## src/inc/pfc_port_a_pkg.sv

```systemverilog
// Constants for the port A slice of the pin function controller.
// Assumes a 32-bit AHB-Lite register bus and one system clock.
package pfc_port_a_pkg;

   // Pin counts
   localparam int unsigned pins_low = 16;
   localparam int unsigned pins_high = 8;
   localparam int unsigned pins_total = 24;
   localparam int unsigned reg_width = 16;

   // Register byte offsets within the block
   localparam logic [7:0] off_direction_low = 8'h00;
   localparam logic [7:0] off_direction_high = 8'h04;
   localparam logic [7:0] off_function_high = 8'h08;
   localparam logic [7:0] off_function_low_first = 8'h0c;
   localparam logic [7:0] off_function_low_second = 8'h10;
   localparam logic [7:0] off_drive_status = 8'h14;

   // Values after reset
   localparam logic [15:0] reset_direction = 16'h0000;
   localparam logic [15:0] reset_function = 16'h0000;

   // Writable bits, full variant
   localparam logic [15:0] mask_direction_low = 16'hffff;
   localparam logic [15:0] mask_direction_high_full = 16'h00ff;
   localparam logic [15:0] mask_function_full = 16'hffff;

   // Writable bits, smaller variant
   localparam logic [15:0] mask_direction_high_small = 16'h0000;
   localparam logic [15:0] mask_function_high_small = 16'h55f7;
   localparam logic [15:0] mask_function_low_first_small = 16'h555f;
   localparam logic [15:0] mask_function_low_second_small = 16'hfd75;

   // Function fields: pin i uses bits 2*(i%8)+1 : 2*(i%8)
   localparam int unsigned field_width = 2;
   localparam int unsigned pins_per_reg = 8;
   localparam logic [1:0] field_port = 2'h0;
   localparam logic [1:0] field_serial_clock = 2'h1;

   // Pins with a dedicated alternate source
   localparam int unsigned pin_system_clock = 15;
   localparam int unsigned pin_read_strobe = 14;
   localparam int unsigned pin_upper_write = 13;
   localparam int unsigned bit_pin15_function_select = 14;
   localparam int unsigned bit_pin14_function_select = 12;
   localparam int unsigned bit_pin13_function_select = 10;

   // Serial clock pins of the two serial channels
   localparam int unsigned pin_serial0_clock = 2;
   localparam int unsigned pin_serial1_clock = 5;

   // Bus encodings
   localparam logic [2:0] hsize_word = 3'h2;
   localparam logic [1:0] htrans_nonseq = 2'h2;
   localparam logic [1:0] htrans_seq = 2'h3;
   localparam logic hresp_okay = 1'b0;

endpackage

```

## src/rtl/port_a_pin_function_select.sv

```systemverilog
// Port A pin function select: direction and function registers, pad muxing.
// Assumes an AHB-Lite master with single word transfers and synchronous pad inputs.
`timescale 1ns/10ps

// Contract
// - Direction bit 1 makes its pin an output, 0 an input.
// - Low direction register acts only for port I/O or serial clock pins.
// - High direction register acts only while pins 23..16 are port I/O.
// - Both direction registers are 16-bit read/write, one bit per pin.
// - High direction bits 15..8 read 0; software writes 0 there.
// - Smaller variant: high direction bits 7..0 are disabled, no pin effect.
// - Reset clears both direction registers, so all pins start as inputs.
// - Three 16-bit read/write function registers select each pin function.
// - Smaller variant: listed reserved function bits read 0; software writes 0.
// - First low function bit 14 puts system clock output on pin 15.
// - First low function bit 12 puts read strobe output on pin 14.
// - First low function bit 10 puts upper write strobe on pin 13.
module port_a_pin_function_select
   import pfc_port_a_pkg::*;
#(
   parameter bit small_variant = 1'b0
)
(
   // Clock and reset
   input wire logic clock,
   input wire logic nrst,
   // AHB-Lite slave
   input wire logic hsel,
   input wire logic [31:0] haddr,
   input wire logic [1:0] htrans,
   input wire logic hwrite,
   input wire logic [2:0] hsize,
   input wire logic [31:0] hwdata,
   input wire logic hready,
   output logic hreadyout,
   output logic hresp,
   output logic [31:0] hrdata,
   // Dedicated alternate sources
   input wire logic system_clock_output,
   input wire logic read_strobe_output,
   input wire logic upper_write_strobe_output,
   // Other peripheral functions, one bit per pin
   input wire logic [23:0] alt_data,
   input wire logic [23:0] alt_oe,
   // Port data register output
   input wire logic [23:0] port_data,
   // Pads
   input wire logic [23:0] pin_in,
   output logic [23:0] pin_out,
   output logic [23:0] pin_oe_n,
   // Sampled pad levels and pin modes
   output logic [23:0] pin_level,
   output logic [23:0] port_mode
);

   // Writable masks for this variant
   localparam logic [15:0] mask_direction_high =
      small_variant ? mask_direction_high_small : mask_direction_high_full;
   localparam logic [15:0] mask_function_high =
      small_variant ? mask_function_high_small : mask_function_full;
   localparam logic [15:0] mask_function_low_first =
      small_variant ? mask_function_low_first_small : mask_function_full;
   localparam logic [15:0] mask_function_low_second =
      small_variant ? mask_function_low_second_small : mask_function_full;

   // Registers
   logic [15:0] port_a_direction_low;
   logic [15:0] port_a_direction_high;
   logic [15:0] port_a_function_high;
   logic [15:0] port_a_function_low_first;
   logic [15:0] port_a_function_low_second;

   // Bus state
   logic write_pending;
   logic [7:0] write_offset;
   logic access_valid;
   logic [31:0] next_hrdata;

   // Pin decode
   logic [23:0] direction_bits;
   logic [23:0] direction_governs;
   logic [23:0] select_port;
   logic [23:0] cell_alt_data;
   logic [23:0] cell_alt_oe;
   logic [1:0] field [24];

   // Bus answer
   // Registers answer with no wait state and always OKAY
   assign hreadyout = 1'b1;
   assign hresp = hresp_okay;

   assign access_valid = hsel && hready && (htrans == htrans_nonseq || htrans == htrans_seq) && hsize == hsize_word;

   // Address phase of a write
   always_ff @(posedge clock or negedge nrst)
   begin
      if (!nrst)
      begin
         write_pending <= 1'b0;
         write_offset <= 8'h00;
      end
      else if (hready)
      begin
         write_pending <= access_valid && hwrite && haddr[31:8] == 24'h000000;
         write_offset <= haddr[7:0];
      end
   end

   // Read data, prepared in the address phase
   always_comb
   begin
      next_hrdata = 32'h00000000;
      if (haddr[31:8] == 24'h000000)
      begin
         case (haddr[7:0])
            off_direction_low:
               next_hrdata = {16'h0000, port_a_direction_low};
            off_direction_high:
               next_hrdata = {16'h0000, port_a_direction_high};
            off_function_high:
               next_hrdata = {16'h0000, port_a_function_high};
            off_function_low_first:
               next_hrdata = {16'h0000, port_a_function_low_first};
            off_function_low_second:
               next_hrdata = {16'h0000, port_a_function_low_second};
            off_drive_status:
               next_hrdata = {8'h00, ~pin_oe_n};
            default:
               next_hrdata = 32'h00000000;
         endcase
      end
   end

   always_ff @(posedge clock or negedge nrst)
   begin
      if (!nrst)
      begin
         hrdata <= 32'h00000000;
      end
      else if (access_valid && !hwrite)
      begin
         hrdata <= next_hrdata;
      end
   end

   // Direction registers
   always_ff @(posedge clock or negedge nrst)
   begin
      if (!nrst)
      begin
         port_a_direction_low <= reset_direction;
         port_a_direction_high <= reset_direction;
      end
      else if (write_pending)
      begin
         if (write_offset == off_direction_low)
         begin
            port_a_direction_low <= hwdata[15:0] & mask_direction_low;
         end
         if (write_offset == off_direction_high)
         begin
            // Reserved and disabled bits never store
            port_a_direction_high <= hwdata[15:0] & mask_direction_high;
         end
      end
   end

   // Function registers
   always_ff @(posedge clock or negedge nrst)
   begin
      if (!nrst)
      begin
         port_a_function_high <= reset_function;
         port_a_function_low_first <= reset_function;
         port_a_function_low_second <= reset_function;
      end
      else if (write_pending)
      begin
         if (write_offset == off_function_high)
         begin
            port_a_function_high <= hwdata[15:0] & mask_function_high;
         end
         if (write_offset == off_function_low_first)
         begin
            port_a_function_low_first <= hwdata[15:0] & mask_function_low_first;
         end
         if (write_offset == off_function_low_second)
         begin
            port_a_function_low_second <= hwdata[15:0] & mask_function_low_second;
         end
      end
   end

   // Pad levels for the port data path and peripherals
   always_ff @(posedge clock or negedge nrst)
   begin
      if (!nrst)
      begin
         pin_level <= 24'h000000;
      end
      else
      begin
         pin_level <= pin_in;
      end
   end

   assign direction_bits = {port_a_direction_high[7:0], port_a_direction_low};

   // Per-pin decode and pad cell
   genvar i;
   generate
      for (i = 0; i < pins_total; i++)
      begin : g_pin
         localparam int unsigned lo = field_width * (i % pins_per_reg);

         if (i >= pins_low)
         begin : g_high
            assign field[i] = port_a_function_high[lo +: field_width];
         end
         else if (i >= pins_per_reg)
         begin : g_first
            assign field[i] = port_a_function_low_first[lo +: field_width];
         end
         else
         begin : g_second
            assign field[i] = port_a_function_low_second[lo +: field_width];
         end

         if (i == pin_system_clock || i == pin_read_strobe || i == pin_upper_write)
         begin : g_mode_one
            // Single select bit; the bit above it plays no part
            assign port_mode[i] = !field[i][0];
         end
         else
         begin : g_mode_two
            assign port_mode[i] = (field[i] == field_port);
         end

         if (i >= pins_low)
         begin : g_gov_high
            // Pins absent in the smaller variant stay inputs
            assign direction_governs[i] = port_mode[i] || small_variant;
         end
         else if (i == pin_serial0_clock || i == pin_serial1_clock)
         begin : g_gov_serial
            assign direction_governs[i] = port_mode[i] || field[i] == field_serial_clock;
         end
         else
         begin : g_gov_low
            assign direction_governs[i] = port_mode[i];
         end

         assign select_port[i] = port_mode[i];

         if (i == pin_system_clock)
         begin : g_sysclk
            assign cell_alt_data[i] = system_clock_output;
            assign cell_alt_oe[i] = port_a_function_low_first[bit_pin15_function_select];
         end
         else if (i == pin_read_strobe)
         begin : g_rd
            assign cell_alt_data[i] = read_strobe_output;
            assign cell_alt_oe[i] = port_a_function_low_first[bit_pin14_function_select];
         end
         else if (i == pin_upper_write)
         begin : g_wrh
            assign cell_alt_data[i] = upper_write_strobe_output;
            assign cell_alt_oe[i] = port_a_function_low_first[bit_pin13_function_select];
         end
         else if (i >= pins_low && small_variant)
         begin : g_absent
            assign cell_alt_data[i] = 1'b0;
            assign cell_alt_oe[i] = 1'b0;
         end
         else
         begin : g_other
            assign cell_alt_data[i] = alt_data[i];
            assign cell_alt_oe[i] = alt_oe[i];
         end

         pin_drive_cell u_cell
         (
            .clock(clock),
            .nrst(nrst),
            .direction_governs(direction_governs[i]),
            .direction_bit(direction_bits[i]),
            .select_port(select_port[i]),
            .port_data(port_data[i]),
            .alt_data(cell_alt_data[i]),
            .alt_oe(cell_alt_oe[i]),
            .pin_out(pin_out[i]),
            .pin_oe_n(pin_oe_n[i])
         );
      end
   endgenerate

endmodule

```

## src/rtl/pin_drive_cell.sv

```systemverilog
// One port A pin: chooses data and drive for the pad.
// Assumes its controls come from registers in the same clock domain.
`timescale 1ns/10ps

module pin_drive_cell
(
   // Clock and reset
   input wire logic clock,
   input wire logic nrst,
   // Controls
   input wire logic direction_governs,
   input wire logic direction_bit,
   input wire logic select_port,
   // Data sources
   input wire logic port_data,
   input wire logic alt_data,
   input wire logic alt_oe,
   // Pad
   output logic pin_out,
   output logic pin_oe_n
);

   logic next_drive;
   logic next_data;

   always_comb
   begin
      // Direction bit acts only where the pin function lets it
      next_drive = direction_governs ? direction_bit : alt_oe;
      next_data = select_port ? port_data : alt_data;
   end

   // Registered pad drive keeps the pad free of decode glitches
   always_ff @(posedge clock or negedge nrst)
   begin
      if (!nrst)
      begin
         pin_out <= 1'b0;
         pin_oe_n <= 1'b1;
      end
      else
      begin
         pin_out <= next_data;
         pin_oe_n <= ~next_drive;
      end
   end

endmodule

```

## config.mk

```make
export PLATFORM = sky130hd
export DESIGN_NAME = port_a_pin_function_select
export DESIGN_NICKNAME = d
export VERILOG_FILES = /design/src/inc/pfc_port_a_pkg.sv /design/src/rtl/port_a_pin_function_select.sv /design/src/rtl/pin_drive_cell.sv
export SDC_FILE = /design/constraint.sdc
export NUM_CORES = 1
export LEC_CHECK = 0
export ABC_AREA = 0
export BUFFER_PORTS_ARGS = -buffer_cell sky130_fd_sc_hd__buf_2
export CAP_MARGIN = 10
export CORE_UTILIZATION = 35
export CTS_CLUSTER_SIZE = 40
export DETAILED_ROUTE_END_ITERATION = 6
export GPL_TIMING_DRIVEN = 0
export SETUP_SLACK_MARGIN = 0.1
export SLEW_MARGIN = 20
export SYNTH_ARGS = -nofsm -noshare
export SYNTH_HDL_FRONTEND = slang
export SYNTH_HIERARCHICAL = 1
export SYNTH_SLANG_ARGS = --single-unit
```

## constraint.sdc

```tcl
create_clock -name clock -period 5.3 [get_ports clock]
set_clock_uncertainty 0.15 [all_clocks]
set_input_delay 0.53 -clock clock [delete_from_list [all_inputs] [get_ports clock]]
set_output_delay 0.53 -clock clock [all_outputs]
set_load 0.005 [all_outputs]
```

==> results by group <==
Clock tree
  – Clock transition at path regs: approximately 0.070 ns
  – # clock sinks: 177
  – CTS tree: done
  – Cts bufs inserted: 17
  – Setup Buffers After CTS: 0
  – Clock Latency Late Sink: 0.43 ns
  – Htree depth: 4
  – CTS Buffer Depth: 2
  – Clock root buffer: clkbuf_16

Drt
  – DR pass1 iterations: 4
  – Drt wl/cell: about 18 um
  – DRT antenna net count: 0
  – Via-to-Cell Ratio: 4.799
  – Vias: 5490
  – Drt total wl: 21090 um
  – DRC violation total after the first TritonRoute iteration: 181
  – # DRC: 0

STA
  – Final period utilization: between 50% and 60%
  – Slew Limit Fails: 0
  – FMAX: between 300 and 400 MHz
  – Min Tclk post-route: 2.777 ns
  – Final hold slack: 0.05108 ns
  – Count of final hold-check violations: 0
  – Final setup viols: 0
  – Setup TNS: 0 ns
  – Worst Tran Pin Value: approximately 1 ns
  – RSZ-0062 raised after global routing: false
  – Rel. slew slack: 32.99%

Yosys
  – Top_reg_cell synth: dfrtp_1
  – Syn. warnings: 6
  – Top cells by area, synth: dfrtp_1, mux2_2, dfstp_2
  – Post-synth ARST share: between 90% and 100%
  – Post-synth EDFFs: 0
  – Post-synth top area cell: dfrtp_1
  – Register area share after synthesis: 59.15%
  – Post-synthesis cell area: 0.007538 mm^2
  – Yosys reg bits: 177
  – Share of the synthesized area in the top cell type: 50.79%
  – Syn Inst Count: 557
  – Synth unique cells: 39
  – Mean Syn Cell Area: 13.53 um^2

Cells and area
  – Final Non-Filler Cells: about 1100
  – Fraction of layout cells with a size suffix above 1: 55.18%
  – Most frequent cells in the layout: buf_2, dfrtp_1, mux2_2, mux2i_1
  – Post-route cell area: 0.009905 mm^2
  – Final core area utilization: roughly 47%
  – Commonest non-fill, non-tap cell in the layout: buf_2
  – Nets: 1028
  – Area added between synthesis and finish: 31.39%
  – Fillers: 2011

Floorplanning
  – Chip width: 148.8 um
  – I/O Pins: 303
  – Initial Util: 35.75%
  – Core box area: 0.02109 mm^2
  – Die Area: 0.02213 mm^2
  – Die height: ~150 um
  – Num rows: 53

Pwr
  – Leakage power: roughly 5 nW
  – Pwr Density: 300.8 mW/mm^2
  – Worst vdd ir: 0.1872 mV

GRT
  – First-pass GRT wire length: 31710 um
  – GRT Total Usage: 19.48%
  – Vias in the first global route: 5529
  – Total congestion overflow: 0
  – Pin count of the biggest net entering global routing: 90
  – Initial antenna violation count: 1

Place
  – DP HPWL: 15250 um
  – Number of I/O port buffers: approximately 270
  – Cell Area, Placed: 0.009311 mm^2
  – Placed Cells incl. Taps: 1110
  – GPL Wtd Cong: 0.7463

Worst hold path
  – Min-delay worst type: primary input to flop

Setup path
  – CP required: 5.46 ns
  – Maximum fanout along the worst path: 10
  – Startpoint Class: flop
  – CP endpoint kind: flop
  – Worst Path Arrival: 2.94 ns
  – Worst setup path category: flop to flop

Status
  – Outcome: finished, final reports clean

Job
  – Max Cap Viol: 0
-- sequential cells by signal, indices dropped and copies added (netlist names) --
register and cells:
pin_level 24, hrdata 24, port_a_function_low_first 16, g_pin.u_cell/pin_oe_n 24, g_pin.u_cell/pin_out 24, port_a_function_low_second 16
write_offset 8, port_a_direction_low 16, port_a_direction_high 8, write_pending 1, port_a_function_high 16
-- cell type report --
| cell class | instances | area [um^2] | share of cell area, % |
|---|---|---|---|
| Tap cell | 275 | 344.1 | 3.474 |
| Timing Repair Buffer | 271 | 1396 | 14.10 |
| Multi-Input combinational cell | 314 | 2694 | 27.20 |
| Inverter | 22 | 82.58 | 0.8338 |
| Clock inverter | 13 | 127.6 | 1.289 |
| Buffer | 52 | 345.3 | 3.487 |
| Antenna cell | 1 | 2.502 | 0.02527 |
| Clock buffer | 19 | 452.9 | 4.573 |
| Sequential cell | 177 | 4459 | 45.02 |
-- final timing paths --
kind,startpoint,cells past startpoint,slack (ns),end
worst min register to register,port_a_direction_high[6],1,0.29,g_pin[22].u_cell/pin_oe_n
min in group asynchronous,nrst,2,0.51,g_pin[1].u_cell/pin_out
worst max-delay path,write_offset[5],6,2.52,port_a_direction_low[12]
worst max register to register,write_offset[5],6,2.52,port_a_direction_low[12]
worst min-delay path,pin_in[18],1,0.05,pin_level[18]
max in group asynchronous,nrst,3,3.59,g_pin[13].u_cell/pin_oe_n
-- power by group --
part | total, mW | switching, mW | internal, mW
clock network | 1.25 | 0.564 | 0.681
logic | 0.283 | 0.133 | 0.150
registers | 1.45 | 0.0336 | 1.42
total | 2.98 | 0.731 | 2.25
-- synthesized netlist by cell type, types with 2 or more instances --
master,n
nor4_1,7
buf_1,2
nor4b_1,2
buf_6,3
mux2i_1,55
o21ai_1,9
buf_4,32
o21ai_0,9
a221oi_1,7
dfstp_2,24
nor2_1,26
mux2_4,24
nand2_1,33
buf_2,6
mux2_2,79
nor3_1,3
o31ai_1,8
conb_1,2
a21oi_1,8
nand4_1,3
dfrtp_1,153
clkbuf_1,9
inv_1,22
o22ai_1,16
-- timing repair --
| item | in CTS | in global routing |
|---|---|---|
| hold buffers | 1 | 0 |
| resized for setup | 0 | 0 |
| endpoints found under the hold margin | 34 | 0 |
-- stage by stage --
| step | power [mW] | setup WS (ns) |
|---|---|---|
| finish | 2.980 | 2.523 |
| global route | 3.105 | 2.389 |
| CTS | 3.015 | 2.504 |
| detailed placement | 1.764 | 2.233 |
| global placement | 1.754 | 0.5951 |
| floorplan | 1.592 | 2.958 |
-- kinds of logic after synthesis --
group,after synthesis,synth area share (%)
flip-flops,177,59.15
buffers and inverters,74,5.676
other,2,0.09962
multiplexers,158,23.88
AND/OR/NAND/NOR,86,5.942
AO/OA/AOI/OAI,60,5.245
-- metal layers --
| metal | part of all wire (%) | global-route usage, % |
|---|---|---|
| met1 | 44 | 25.37 |
| met2 | 50 | 32.83 |
| met3 | 5.4 | 3.609 |
| met4 | 1.4 | 6.020 |
| met5 | 0 | 0 |
-- worst max-delay path, cell delays in order, from the launching register on --
cell and delay (ns):
dfrtp_1 0.37, or4b_1 0.64, nor2_1 0.17, nand2_1 0.08
nor2_2 0.43, buf_2 0.43, mux2_2 0.38
(Power assumes the default switching activity.)
